==> config.mk <==
export PLATFORM = sky130hd
export DESIGN_NAME = flcsr_top
export DESIGN_NICKNAME = d
export VERILOG_FILES = /design/src/logic/flcsr_pkg.sv /design/src/logic/flcsr_pme_if.sv /design/src/logic/flcsr_pme_out.sv /design/src/logic/flcsr_top.sv
export VERILOG_INCLUDE_DIRS = /design/src /design/src/logic
export SDC_FILE = /design/constraint.sdc
export NUM_CORES = 1
export LEC_CHECK = 0
export BUFFER_PORTS_ARGS = -buffer_cell sky130_fd_sc_hd__buf_4
export CELL_PAD_IN_SITES_DETAIL_PLACEMENT = 1
export CELL_PAD_IN_SITES_GLOBAL_PLACEMENT = 1
export CORE_ASPECT_RATIO = 0.7
export CORE_UTILIZATION = 45
export CTS_BUF_LIST = sky130_fd_sc_hd__clkbuf_16
export DETAILED_ROUTE_END_ITERATION = 6
export PLACE_DENSITY = 0.82
export SLEW_MARGIN = 10
export SYNTH_ARGS = -nofsm -noshare
export SYNTH_HDL_FRONTEND = slang
export SYNTH_SLANG_ARGS = --single-unit
==> constraint.sdc <==
create_clock -name clk -period 2.7 [get_ports clk]
set_input_delay 0.81 -clock clk [delete_from_list [all_inputs] [get_ports clk]]
set_output_delay 0.81 -clock clk [all_outputs]
set_load 0.05 [all_outputs]
==> src/logic/flcsr_cfg.svh <==
`ifndef FLCSR_CFG_SVH
`define FLCSR_CFG_SVH

// ----------------------------------------
// register byte offsets
// ----------------------------------------
`define FLCSR_RX_INFO_OFS    8'h7c
`define FLCSR_TX_INFO_OFS    8'h80
`define FLCSR_PWR_CTRL_OFS   8'h84
`define FLCSR_BYTE_TEST_OFS  8'h70

// ----------------------------------------
// field positions
// ----------------------------------------
`define FLCSR_USED_HI        23
`define FLCSR_USED_LO        16
`define FLCSR_BYTES_HI       15
`define FLCSR_BYTES_LO       0
`define FLCSR_PS_HI          13
`define FLCSR_PS_LO          12
`define FLCSR_PHY_SOFT_RESET_BIT    10
`define FLCSR_WAKE_LAN_ENABLE_BIT     9
`define FLCSR_ENERGY_DETECT_ENABLE_BIT      8
`define FLCSR_BUF_TYPE_BIT   6
`define FLCSR_PULSE_SEL_BIT  3
`define FLCSR_POLARITY_BIT   2
`define FLCSR_OUT_EN_BIT     1
`define FLCSR_READY_BIT      0

// ----------------------------------------
// encodings and reset values
// ----------------------------------------
`define FLCSR_PS_D0          2'h0
`define FLCSR_PS_D1          2'h1
`define FLCSR_PS_D2          2'h2
`define FLCSR_TX_FREE_RST    16'h1200
`define FLCSR_ZERO16         16'h0000
`define FLCSR_DWORD_BYTES    16'h0004

// ----------------------------------------
// timing
// ----------------------------------------
`define FLCSR_CLK_MHZ        100
`define FLCSR_PHY_SOFT_RESET_US     100
`define FLCSR_PHY_SOFT_RESET_CYC    (`FLCSR_PHY_SOFT_RESET_US * `FLCSR_CLK_MHZ)
`define FLCSR_PULSE_MS       50
`define FLCSR_PULSE_CYC      (`FLCSR_PULSE_MS * 1000 * `FLCSR_CLK_MHZ)
`define FLCSR_PULSE_W        23
`define FLCSR_SETTLE_CYC     16

`endif

==> src/logic/flcsr_pkg.sv <==
`default_nettype none

package flcsr_pkg;

	// power sequencing of the host-facing side
	typedef enum logic [1:0]
	{
		PWR_SETTLE,
		PWR_READY,
		PWR_LOW
	} flcsr_pwr_t;

	typedef logic [1:0]  flcsr_ps_t;
	typedef logic [15:0] flcsr_cnt_t;

endpackage

`default_nettype wire

==> src/logic/flcsr_pme_if.sv <==
`timescale 1ns/100ps
`default_nettype none

interface flcsr_pme_if;
	logic wake_lan_enable;
	logic energy_detect_enable;
	logic out_en;
	logic pulse_sel;
	logic polarity;
	logic push_pull;
	logic wol_hit;
	logic ed_hit;
	logic irq;

	modport ctrl
	(
		output wake_lan_enable, energy_detect_enable, out_en, pulse_sel, polarity, push_pull, wol_hit, ed_hit,
		input  irq
	);

	modport pme
	(
		input  wake_lan_enable, energy_detect_enable, out_en, pulse_sel, polarity, push_pull, wol_hit, ed_hit,
		output irq
	);
endinterface // flcsr_pme_if

`default_nettype wire

==> src/logic/flcsr_pme_out.sv <==
`timescale 1ns/100ps
`default_nettype none
`include "flcsr_cfg.svh"

module flcsr_pme_out
	import flcsr_pkg::*;
#(
	parameter int PULSE_CYCLES = `FLCSR_PULSE_CYC
)
(
	input  wire logic   clk,
	input  wire logic   rst_b,
	flcsr_pme_if.pme    pme,
	output logic        pin_out,
	output logic        pin_oe_b
);

	// ----------------------------------------
	// event capture
	// ----------------------------------------
	logic                      seen_wol;
	logic                      seen_ed;
	logic [`FLCSR_PULSE_W-1:0] pulse_cnt;

	wire wol_take = pme.wol_hit & pme.wake_lan_enable;
	wire ed_take  = pme.ed_hit & pme.energy_detect_enable;
	wire trigger  = wol_take | ed_take;
	wire active   = seen_wol | seen_ed;
	wire pulse_on = pulse_cnt != '0;
	wire drive    = pme.out_en & (pme.pulse_sel ? pulse_on : active);
	wire next_out = pme.push_pull & (pme.polarity ? drive : ~drive);
	wire next_oe_b = pme.push_pull ? 1'b0 : ~drive;

	// sticky until its enable drops; a hit is not taken while its enable is low, so the clear wins
	always_ff @(posedge clk or negedge rst_b)
	begin
		if (!rst_b)
		begin
			seen_wol <= 1'b0;
			seen_ed  <= 1'b0;
		end
		else
		begin
			seen_wol <= wol_take | (seen_wol & pme.wake_lan_enable);
			seen_ed  <= ed_take | (seen_ed & pme.energy_detect_enable);
		end
	end

	// interrupt ignores the pin enable
	assign pme.irq = active;

	// ----------------------------------------
	// pulse timer and pin driver
	// ----------------------------------------
	always_ff @(posedge clk or negedge rst_b)
	begin
		if (!rst_b)
			pulse_cnt <= '0;
		else if (trigger)
			pulse_cnt <= `FLCSR_PULSE_W'(PULSE_CYCLES);
		else if (pulse_on)
			pulse_cnt <= pulse_cnt - `FLCSR_PULSE_W'(1);
	end

	// open drain pulls low only and disregards polarity
	always_ff @(posedge clk or negedge rst_b)
	begin
		if (!rst_b)
		begin
			pin_out  <= 1'b0;
			pin_oe_b <= 1'b1;
		end
		else
		begin
			pin_out  <= next_out;
			pin_oe_b <= next_oe_b;
		end
	end

endmodule // flcsr_pme_out

`default_nettype wire

==> src/logic/flcsr_top.sv <==
// Functional notes
// - rx status used dwords at bits 23-16
// - rx data used bytes, frames rounded up
// - tx status used dwords, reset zero
// - tx data free bytes, reset 1200h
// - writes ignored until first read after wake
// - power state field selects D0, D1, D2
// - power state self-clears, resets to D0
// - byte test write wakes from low power
// - phy reset held 100us, then self-clears
// - phy reset writes ignored while high
// - wake-lan event drives pin and interrupt
// - energy-detect event drives pin and interrupt
// - buffer type: open drain or push-pull
// - open drain always active low
// - pin enable gates pin, not interrupt
// - pulse style gives 50ms active pulse
// - ready flag readable in every state
`timescale 1ns/100ps
`default_nettype none
`include "flcsr_cfg.svh"

module flcsr_top
	import flcsr_pkg::*;
#(
	parameter int PHY_RESET_CYCLES = `FLCSR_PHY_SOFT_RESET_CYC,
	parameter int PULSE_CYCLES     = `FLCSR_PULSE_CYC
)
(
	input  wire logic        clk,
	input  wire logic        rst_b,
	// avalon-mm slave
	input  wire logic [7:0]  avs_address,
	input  wire logic        avs_read,
	input  wire logic        avs_write,
	input  wire logic [31:0] avs_writedata,
	input  wire logic [3:0]  avs_byteenable,
	output logic      [31:0] avs_readdata,
	output logic             avs_waitrequest,
	// fifo datapath events
	input  wire logic        rx_frame_done,
	input  wire logic [15:0] rx_frame_bytes,
	input  wire logic        rx_data_pop,
	input  wire logic        rx_status_pop,
	input  wire logic        tx_data_push,
	input  wire logic        tx_data_pull,
	input  wire logic        tx_status_push,
	input  wire logic        tx_status_pop,
	// wake sources
	input  wire logic        wake_lan_event,
	input  wire logic        energy_detect_event,
	// power control
	output logic      [1:0]  power_state_select,
	output logic             device_ready,
	output logic             phy_soft_reset,
	output logic             power_event_interrupt,
	input  wire logic        power_event_in,
	output logic             power_event_output,
	output logic             power_event_oe_b
);

	// ----------------------------------------
	// helpers
	// ----------------------------------------
	function automatic logic hit(input logic [7:0] addr, input logic [7:0] ofs);
		hit = addr[7:2] == ofs[7:2];
	endfunction

	function automatic flcsr_cnt_t step(input flcsr_cnt_t cur, input flcsr_cnt_t inc, input flcsr_cnt_t dec);
		step = cur + inc - dec;
	endfunction

	function automatic flcsr_cnt_t round_dword(input flcsr_cnt_t len);
		logic [16:0] sum;
		sum = {1'b0, len} + 17'h0_0003;
		round_dword = {sum[15:2], 2'b00};
	endfunction

	// ----------------------------------------
	// state
	// ----------------------------------------
	flcsr_pwr_t  pwr_state;
	flcsr_pwr_t  next_pwr_state;
	flcsr_ps_t   ps;
	logic [4:0]  settle_cnt;
	logic [15:0] phy_cnt;
	logic        ack;
	logic        armed;
	logic        wake_lan_enable;
	logic        energy_detect_enable;
	logic        buf_type;
	logic        pulse_sel;
	logic        polarity;
	logic        out_en;
	logic [7:0]  rx_status_used_dwords;
	flcsr_cnt_t  rx_data_used_bytes;
	logic [7:0]  tx_status_used_dwords;
	flcsr_cnt_t  tx_data_free_bytes;
	logic [31:0] pwr_word;
	logic [31:0] rd_mux;

	flcsr_pme_if pme_bus ();

	// ----------------------------------------
	// bus handshake: one wait state per access
	// ----------------------------------------
	wire req     = avs_read | avs_write;
	wire done_rd = avs_read & ack;
	wire done_wr = avs_write & ack;

	assign avs_waitrequest = req & ~ack;

	always_ff @(posedge clk or negedge rst_b)
	begin
		if (!rst_b)
			ack <= 1'b0;
		else
			ack <= req & ~ack;
	end

	// ----------------------------------------
	// decode
	// ----------------------------------------
	wire sel_rx  = hit(avs_address, `FLCSR_RX_INFO_OFS);
	wire sel_tx  = hit(avs_address, `FLCSR_TX_INFO_OFS);
	wire sel_pwr = hit(avs_address, `FLCSR_PWR_CTRL_OFS);
	wire sel_bt  = hit(avs_address, `FLCSR_BYTE_TEST_OFS);
	wire ready   = pwr_state == PWR_READY;
	wire be_lo   = avs_byteenable[0];
	wire be_hi   = avs_byteenable[1];

	// only byte test acts while unready, no other write before the first read
	wire wr_ok   = done_wr & armed & ready;
	wire wr_lo   = wr_ok & sel_pwr & be_lo;
	wire wr_hi   = wr_ok & sel_pwr & be_hi;

	wire [1:0] ps_wdata = avs_writedata[`FLCSR_PS_HI:`FLCSR_PS_LO];
	wire enter_low = wr_hi & ((ps_wdata == `FLCSR_PS_D1) | (ps_wdata == `FLCSR_PS_D2));
	wire wake_wr   = done_wr & sel_bt & (pwr_state == PWR_LOW);
	wire phy_start = wr_hi & avs_writedata[`FLCSR_PHY_SOFT_RESET_BIT] & ~phy_soft_reset;
	wire phy_done  = phy_soft_reset & (phy_cnt == 16'(PHY_RESET_CYCLES - 1));
	wire settle_done = settle_cnt == 5'(`FLCSR_SETTLE_CYC - 1);

	// ----------------------------------------
	// power sequencing
	// ----------------------------------------
	always_comb
	begin
		case (pwr_state)
			PWR_SETTLE: next_pwr_state = settle_done ? PWR_READY : PWR_SETTLE;
			PWR_READY:  next_pwr_state = enter_low ? PWR_LOW : PWR_READY;
			PWR_LOW:    next_pwr_state = wake_wr ? PWR_SETTLE : PWR_LOW;
			default:    next_pwr_state = PWR_SETTLE;
		endcase
	end

	always_ff @(posedge clk or negedge rst_b)
	begin
		if (!rst_b)
			pwr_state <= PWR_SETTLE;
		else
			pwr_state <= next_pwr_state;
	end

	always_ff @(posedge clk or negedge rst_b)
	begin
		if (!rst_b)
			settle_cnt <= '0;
		else if (pwr_state == PWR_SETTLE)
			settle_cnt <= settle_cnt + 5'd1;
		else
			settle_cnt <= '0;
	end

	// mode field; 11b is dropped, wake clears it back to D0
	always_ff @(posedge clk or negedge rst_b)
	begin
		if (!rst_b)
			ps <= `FLCSR_PS_D0;
		else if (wake_wr)
			ps <= `FLCSR_PS_D0;
		else if (enter_low)
			ps <= ps_wdata;
	end

	// a read arms writes; entering or leaving low power disarms
	always_ff @(posedge clk or negedge rst_b)
	begin
		if (!rst_b)
			armed <= 1'b0;
		else if (enter_low | wake_wr)
			armed <= 1'b0;
		else if (done_rd)
			armed <= 1'b1;
	end

	// ----------------------------------------
	// phy reset timer
	// ----------------------------------------
	always_ff @(posedge clk or negedge rst_b)
	begin
		if (!rst_b)
		begin
			phy_soft_reset <= 1'b0;
			phy_cnt        <= '0;
		end
		else if (phy_start)
		begin
			phy_soft_reset <= 1'b1;
			phy_cnt        <= '0;
		end
		else if (phy_done)
			phy_soft_reset <= 1'b0;
		else if (phy_soft_reset)
			phy_cnt <= phy_cnt + 16'd1;
	end

	// ----------------------------------------
	// wake event configuration
	// ----------------------------------------
	always_ff @(posedge clk or negedge rst_b)
	begin
		if (!rst_b)
		begin
			wake_lan_enable <= 1'b0;
			energy_detect_enable  <= 1'b0;
		end
		else if (wr_hi)
		begin
			wake_lan_enable <= avs_writedata[`FLCSR_WAKE_LAN_ENABLE_BIT];
			energy_detect_enable  <= avs_writedata[`FLCSR_ENERGY_DETECT_ENABLE_BIT];
		end
	end

	always_ff @(posedge clk or negedge rst_b)
	begin
		if (!rst_b)
		begin
			buf_type  <= 1'b0;
			pulse_sel <= 1'b0;
			polarity  <= 1'b0;
			out_en    <= 1'b0;
		end
		else if (wr_lo)
		begin
			buf_type  <= avs_writedata[`FLCSR_BUF_TYPE_BIT];
			pulse_sel <= avs_writedata[`FLCSR_PULSE_SEL_BIT];
			polarity  <= avs_writedata[`FLCSR_POLARITY_BIT];
			out_en    <= avs_writedata[`FLCSR_OUT_EN_BIT];
		end
	end

	// ----------------------------------------
	// fifo level tracking
	// ----------------------------------------
	wire flcsr_cnt_t rx_add = rx_frame_done ? round_dword(rx_frame_bytes) : `FLCSR_ZERO16;
	wire flcsr_cnt_t rx_sub = rx_data_pop ? `FLCSR_DWORD_BYTES : `FLCSR_ZERO16;
	wire flcsr_cnt_t tx_add = tx_data_pull ? `FLCSR_DWORD_BYTES : `FLCSR_ZERO16;
	wire flcsr_cnt_t tx_sub = tx_data_push ? `FLCSR_DWORD_BYTES : `FLCSR_ZERO16;
	wire flcsr_cnt_t rxs_next = step({8'h00, rx_status_used_dwords}, 16'(rx_frame_done), 16'(rx_status_pop));
	wire flcsr_cnt_t txs_next = step({8'h00, tx_status_used_dwords}, 16'(tx_status_push), 16'(tx_status_pop));

	always_ff @(posedge clk or negedge rst_b)
	begin
		if (!rst_b)
		begin
			rx_status_used_dwords <= 8'h00;
			rx_data_used_bytes    <= `FLCSR_ZERO16;
			tx_status_used_dwords <= 8'h00;
			tx_data_free_bytes    <= `FLCSR_TX_FREE_RST;
		end
		else
		begin
			rx_status_used_dwords <= rxs_next[7:0];
			rx_data_used_bytes    <= step(rx_data_used_bytes, rx_add, rx_sub);
			tx_status_used_dwords <= txs_next[7:0];
			tx_data_free_bytes    <= step(tx_data_free_bytes, tx_add, tx_sub);
		end
	end

	// ----------------------------------------
	// read path
	// ----------------------------------------
	assign pwr_word = {18'h0_0000, ps, 1'h0, phy_soft_reset, wake_lan_enable, energy_detect_enable, 1'h0, buf_type, 2'h0,
	                   pulse_sel, polarity, out_en, ready};

	// fifo levels read as zero while unready; power control always readable
	wire [31:0] rx_word = {8'h00, rx_status_used_dwords, rx_data_used_bytes};
	wire [31:0] tx_word = {8'h00, tx_status_used_dwords, tx_data_free_bytes};

	assign rd_mux = sel_pwr           ? pwr_word :
	                (sel_rx & ready)  ? rx_word  :
	                (sel_tx & ready)  ? tx_word  :
	                32'h0000_0000;

	always_ff @(posedge clk or negedge rst_b)
	begin
		if (!rst_b)
			avs_readdata <= 32'h0000_0000;
		else if (avs_read & ~ack)
			avs_readdata <= rd_mux;
	end

	// ----------------------------------------
	// power event output
	// ----------------------------------------
	assign pme_bus.wake_lan_enable    = wake_lan_enable;
	assign pme_bus.energy_detect_enable     = energy_detect_enable;
	assign pme_bus.out_en    = out_en;
	assign pme_bus.pulse_sel = pulse_sel;
	assign pme_bus.polarity  = polarity;
	assign pme_bus.push_pull = buf_type;
	assign pme_bus.wol_hit   = wake_lan_event;
	assign pme_bus.ed_hit    = energy_detect_event;

	flcsr_pme_out
	#(
		.PULSE_CYCLES (PULSE_CYCLES)
	)
	u_pme
	(
		.clk      (clk),
		.rst_b    (rst_b),
		.pme      (pme_bus.pme),
		.pin_out  (power_event_output),
		.pin_oe_b (power_event_oe_b)
	);

	assign power_event_interrupt = pme_bus.irq;
	assign power_state_select    = ps;
	assign device_ready          = ready;

endmodule // flcsr_top

`default_nettype wire

==> results of run 1 <==
==> worst max path at each step <==
stage / end / cells past startpoint / from
after floorplan: rx_data_used_bytes[15] / 14 / rx_frame_bytes[1]
after global placement: rx_data_used_bytes[13] / 16 / rx_frame_bytes[1]
after detailed placement: rx_data_used_bytes[14] / 16 / rx_frame_bytes[1]
after CTS: rx_data_used_bytes[13] / 15 / rx_frame_bytes[0]
after global routing: rx_data_used_bytes[15] / 15 / rx_frame_bytes[1]
final: rx_data_used_bytes[15] / 15 / rx_frame_bytes[0]
==> metal layers <==
layer,wire length [µm],vias up,GRT usage
met1,10200,3293,0.350
met5,0,-,0
met2,11000,152,0.456
li1,-,3111,-
met3,994,31,0.0533
met4,313,0,0.0795
==> per-stage QoR <==
step / power [mW] / worst slack, ns / instances
3_5_place_dp: 9.72 / -0.700 / 1167
6_report: 12.8 / -0.234 / 1206
2_1_floorplan: 7.60 / -0.426 / 817
4_1_cts: 12.4 / -0.196 / 1202
3_3_place_gp: 9.25 / -0.631 / 1167
5_1_grt: 13.7 / -0.406 / 1206
==> cells by family (layout without fill, tap and decap cells) <==
| family | count (synthesis) | in the layout | share of synthesized area |
|---|---|---|---|
| and+or+nand+nor | 252 | 252 | 0.168 |
| AOI/OAI and AO/OA | 164 | 164 | 0.144 |
| DFF | 129 | 129 | 0.419 |
| buffers and inverters | 117 | 281 | 0.0618 |
| xor gates and xnor gates | 74 | 74 | 0.0840 |
| adders and majority gates | 65 | 65 | 0.111 |
| muxes | 8 | 8 | 0.0110 |
| other | 1 | 8 | 0.000486 |
==> sequential cells by signal (all words and copies together) (netlist names), 2 cells and up <==
signal                 cells
avs_readdata              24
u_pme.pulse_cnt           23
phy_cnt                   16
rx_data_used_bytes        14
tx_data_free_bytes        14
rx_status_used_dwords      8
tx_status_used_dwords      8
settle_cnt                 5
power_state_select         2
pwr_state                  2
==> timing repair <==
item,CTS,global route
endpoints found under the setup margin,8,11
gates resized for setup,14,27
setup buffers,3,4
endpoints found under the hold margin,0,0
pin swaps,23,24
==> cell usage in the layout (no fill, tap or decap), types with 5 or more instances in the layout <==
cell type	instances
buf_4	144
dfrtp_1	126
nand2_1	89
inv_1	86
ha_1	46
xnor2_1	45
o21ai_0	40
nor2_1	39
xor2_1	26
nor3_1	18
a21oi_1	17
clkbuf_16	17
a21o_1	16
nand4_1	15
a22oi_1	15
nand3_1	13
o21a_1	12
ha_4	11
inv_2	8
nor2b_1	8
o211ai_1	8
a222oi_1	8
conb_1	8
or3_1	7
nand2b_1	7
and3_1	6
nor4_1	6
o21ai_1	5
buf_6	5
buf_12	5
==> power by group <==
group | total [mW] | internal (mW) | switching [mW]
sequential | 3.20 | 2.61 | 0.590
clock | 2.30 | 1.43 | 0.870
combinational | 7.29 | 3.53 | 3.76
total | 12.8 | 7.57 | 5.22
==> final cells by class <==
type	count	area, µm²
clock buffers	17	425
fillers	1834	6440
inverters	92	353
clock inverters	15	153
well taps	225	282
flip-flops and latches	129	3230
multi-input cells	571	4380
repair buffers	157	1280
==> cells in the mapped netlist, types with 4 or more instances <==
master and n:
fa_1 6, nor3b_1 4, dfrtp_1 126, and3_1 6
nand2_1 90, mux2_2 4, a22oi_1 15, or3_1 7
mux2i_1 4, nor3_1 21, inv_1 92, a21o_1 16
nand4_1 15, o21ai_0 46, a211o_1 4, xor2_1 26
o211ai_1 8, o21a_1 12, a222oi_1 8, a31oi_1 6
nand2b_1 8, nor4_1 6, buf_4 8, o31ai_1 4
clkbuf_1 16, a21oi_1 21, and2_1 5, ha_1 59
nand3_1 16, nor2_1 42, nor2b_1 9, xnor2_1 48
==> impl_results.md, run 1 <==
* Layout cells sized above 1 at 0.264
* Pin count of the biggest net entering global routing at 50
* Critical Path Max Stage Delay at ~0.32 ns
* Via count at ~6,600
* Cell taking the most area after synthesis: dfrtp_1
* Violated checks: setup timing
* VDD IR max at between 0.0005 and 0.0006 V
* Synth top area share at 0.409
* Final Hold Viols at 0
* Critical path's top delay family: compound AO/OA/AOI/OAI gates
* Cell Pwr Density at ~1300 nW/µm²
* Core box area at roughly 17,000 µm²
* Ant diodes at 0
* Worst Setup End Kind: flip-flop
* P&R area growth vs syn at 30.9%
* Post-synth EDFFs at 0
* Reg2reg end: rx_data_used_bytes[15]
* Ys async rst share at 1.00
* WL final at ~22,000 µm
* Hold bufs inserted after CTS at 0
* DPL Wire Length at about 15,000 µm
* Static Leak at approximately 4.7 nW
* CTS HTree Levels at 4
* Starting Density at 0.467
* Mean area per synthesized cell at 9.53 µm²
* R2R Path Start: rx_data_used_bytes[2]
* Class of the worst hold path: input port to async pin
* DRT iter0 DRCs at between 400 and 500
* DP Area at about 9000 µm²
* Die width at between 150 and 200 µm
* Antenna Nets Post-Route at 0
* Final period utilization at 1.09
* Netlist cell types at between 60 and 70
* CTS tree: built
* Top Ports at 114
* Setup TNS at -0.970 ns
* Critical setup path kind: input port to flip-flop
* Register bit total from synthesis at roughly 130
* Synth top area cells: dfrtp_1 (41%), ha_1 (9.6%), xnor2_1 (5.4%), inv_1 (4.5%), nand2_1 (4.4%)
* Final Slew Violations at 0
* Die height at roughly 110 µm
* Slowest-stage cell, CP: a221o_1
* Vias in the first global route at roughly 7,000
* Clock buffer depth at 2
* R2R depth at 11
* Worst-Margin Slew at around 0.73 ns
* First-pass GRT wire length at around 37,000 µm
* Congestion Overflow GR at 0
* Worst clock skew at 0.00993 ns
* Slew margin rel. at 0.512
* Rows at 39
* Drt via density at about 5.5
* Die Area at 17,700 µm²
* Final setup fails at 9
* Clk_lat worst skew at between 0.4 and 0.5 ns
* Post-layout nets at about 1,100
* Min cycle time layout at roughly 3 ns
* Routability cong. at 0.853
* Ys Warns at 0
* Seq/Total Area, Yosys at 0.419
* Mean routed wirelength per cell at 18.6 µm
* Clk pin slew, worst setup/hold paths at about 0.060 ns
* Port bufs at between 70 and 80
* Max-cap check violation count at 0
* Crit-path max FO at 3
* GRT Total Usage at 0.270
* Design area at between 10,000 and 15,000 µm²
* RSZ-0062 raised after global routing: true
* Router iterations before antenna repair at 5
* Ys flop type: dfrtp_1
* Crit path cell chain: buf_8 -> o211a_4 -> nand4_1 -> nor2_2 -> nand2_1 -> xnor2_1 -> nand2_1 -> ha_1 -> inv_2 -> ha_4 -> a21o_1 -> a21o_1 -> a221o_1 -> o21a_1 -> xnor2_2
* Worst EP required at between 3 and 4 ns
* Initial antenna violation count at 0
* Crit path arrival time at between 3 and 4 ns
* Synth Instances at ~800
* CTS buffer count at 17
* Final core occ at 0.611
* Max Freq at 341 MHz
* Flop-to-flop setup slack at roughly 0.22 ns
* Clk sinks at around 130
* Status: complete, but fails checks
* Residual DRC at 0
* Crit start category: input port
* Synthesized area at 7720 µm²
* Worst setup margin at -0.234 ns
* Root buffer cell: clkbuf_16
* CP bufs+invs at 2
* Worst Hold Slack at 0.344 ns
(Power assumes the default switching activity.)
==> run 2, diff against run 1 <==
TNS_END_PERCENT = 20   (was default)
==> run 2 against run 1 <==
  * The run still ends with setup timing left
  * Sequential share of layout area grew 0.94 points
  * Total power decreased by 4.2%
  * Count of clock-buffer cells in the layout did not move
  * Final area shrank 2.9%
==> impl_results.md, run 2 (synthesis gave the netlist of run 1 again) <==
* Final Slew Violations at 0
* Max reg flops at 24
* Rows at 39
* Worst-Margin Slew at roughly 0.77 ns
* Design internal power at about 7.2 mW
* Switch Pwr at approximately 5.0 mW
* Die Area at around 18,000 µm²
* Design area at approximately 9800 µm²
* VDD IR max at approximately 0.00062 V
* Mean routed wirelength per cell at about 19 µm
* Most frequent cells in the layout: buf_4 (140), dfrtp_1 (126), inv_1 (89), nand2_1 (89), ha_1 (53)
* Port bufs at 77
* Congestion Overflow GR at 0
* Clk pin slew, worst setup/hold paths at 0.06 ns
* DP Area at about 9100 µm²
* Starting Density at 0.467
* Slew margin rel. at 0.489
* Most common cell after layout, fill and taps aside: buf_4
* Crit path arrival time at between 3 and 4 ns
* Largest regs: avs_readdata: 24 flops, u_pme.pulse_cnt: 23 flops, phy_cnt: 16 flops
* Drt via density at roughly 5.5
* WL final at approximately 22,000 µm
* Placed Instances at approximately 1,200
* Ant diodes at 0
* Root buffer cell: clkbuf_16
* Layout cells sized above 1 at 0.236
* DRT iter0 DRCs at between 300 and 400
* RSZ-0062 raised after global routing: true
* Max Freq at around 340 MHz
* Clock share of power at 0.178
* Worst EP required at about 3 ns
* Router iterations before antenna repair at 5
* Worst Hold Slack at around 0.30 ns
* Flop-to-flop setup slack at 0.16 ns
* Filler cell count at around 1,800
* Initial antenna violation count at 0
* Cell Pwr Density at roughly 1200 nW/µm²
* Final core occ at 0.593
* CTS HTree Levels at 4
* Die height at between 100 and 150 µm
* Comb power frac at 0.561
* Final period utilization at 1.10
* Final Power at ~12 mW
* Residual DRC at 0
* Clock buffer depth at 2
* Core box area at ~17,000 µm²
* Critical setup path kind: input port to flip-flop
* Max-cap check violation count at 0
* Top Ports at 114
* Flop pwr share at 0.261
* GRT Total Usage at 0.270
* Antenna Nets Post-Route at 0
* Via count at approximately 6,600
* Non-Filler Instances at ~1,200
* DPL Wire Length at around 15,000 µm
* Sw frac at 0.411
* Worst setup margin at -0.272 ns
* Final Hold Viols at 0
* Status: complete, but fails checks
* CTS tree: built
* Worst clock skew at 0.00872 ns
* Crit start category: input port
* Die width at between 150 and 200 µm
* CTS buffer count at 17
* First-pass GRT wire length at around 37,000 µm
* Biggest register: avs_readdata
* Pin count of the biggest net entering global routing at 79
* Setup TNS at -1.03 ns
* Min cycle time layout at slightly below 3 ns
* Final setup fails at 7
* Clk_lat worst skew at 0.42 ns
* Pre-CTS WS at -0.838 ns
* Vias in the first global route at 7,043
* Clk sinks at roughly 130
* Routability cong. at about 0.85
* Class of the worst hold path: input port to async pin
* Crit-path max FO at 4
* Static Leak at ~4.6 nW
* Worst Setup End Kind: flip-flop
* Violated checks: setup timing
* P&R area growth vs syn at 27.2%
* Post-layout nets at 1,100
* Hold bufs inserted after CTS at 0
[run 2: worst paths after layout]
path	startpoint	end	cells past startpoint
max	rx_frame_bytes[1]	rx_data_used_bytes[15]	17
max reg2reg	rx_data_used_bytes[2]	rx_data_used_bytes[15]	11
min reg2reg	settle_cnt[0]	settle_cnt[0]	1
min in group clk	settle_cnt[0]	settle_cnt[0]	1
max in group asynchronous	rst_b	tx_data_free_bytes[12]	2
min	rst_b	u_pme.pulse_cnt[18]	1
[run 2: critical path, cell delays in order]
cell	delay [ns]
buf_8	0.10
o211a_4	0.27
nand3_4	0.07
nor2_4	0.04
nand2_1	0.08
xnor2_1	0.11
nand2_1	0.07
ha_1	0.28
inv_2	0.05
ha_4	0.24
a21o_1	0.20
a21o_1	0.18
nand2_1	0.07
o211ai_1	0.15
buf_4	0.18
o21a_1	0.22
xnor2_2	0.15
[run 2: cell type report]
class / instances / area, µm² / share of cell area
Timing Repair Buffer: 150 / 1190 / 0.122
Tap cell: 225 / 282 / 0.0287
Sequential cell: 129 / 3230 / 0.329
Clock buffer: 17 / 425 / 0.0433
Multi-Input combinational cell: 571 / 4210 / 0.429
Inverter: 92 / 345 / 0.0352
Clock inverter: 14 / 125 / 0.0127
[run 2: what timing repair did]
| action | in CTS | in global routing |
|---|---|---|
| buffers inserted | 5 | 0 |
| setup endpoints to repair | 10 | 11 |
| pin swaps | 22 | 1 |
| resized for setup | 31 | 5 |
[run 2: per-layer routing]
| layer | up-vias | track usage | share of wire |
|---|---|---|---|
| met5 | - | 0 | 0 |
| li1 | 3106 | - | - |
| met3 | 35 | 0.0479 | 0.036 |
| met1 | 3284 | 0.349 | 0.46 |
| met2 | 142 | 0.453 | 0.48 |
| met4 | 0 | 0.0910 | 0.018 |
[run 2: power groups by stage]
stage	Clock, mW	Combinational [mW]	Sequential [mW]
after detailed placement	0	6.31	3.19
after floorplan	0	4.33	3.04
final	2.18	6.87	3.20
after global placement	0	5.90	3.15
after global routing	2.29	7.60	3.26
after CTS	2.20	6.70	3.18
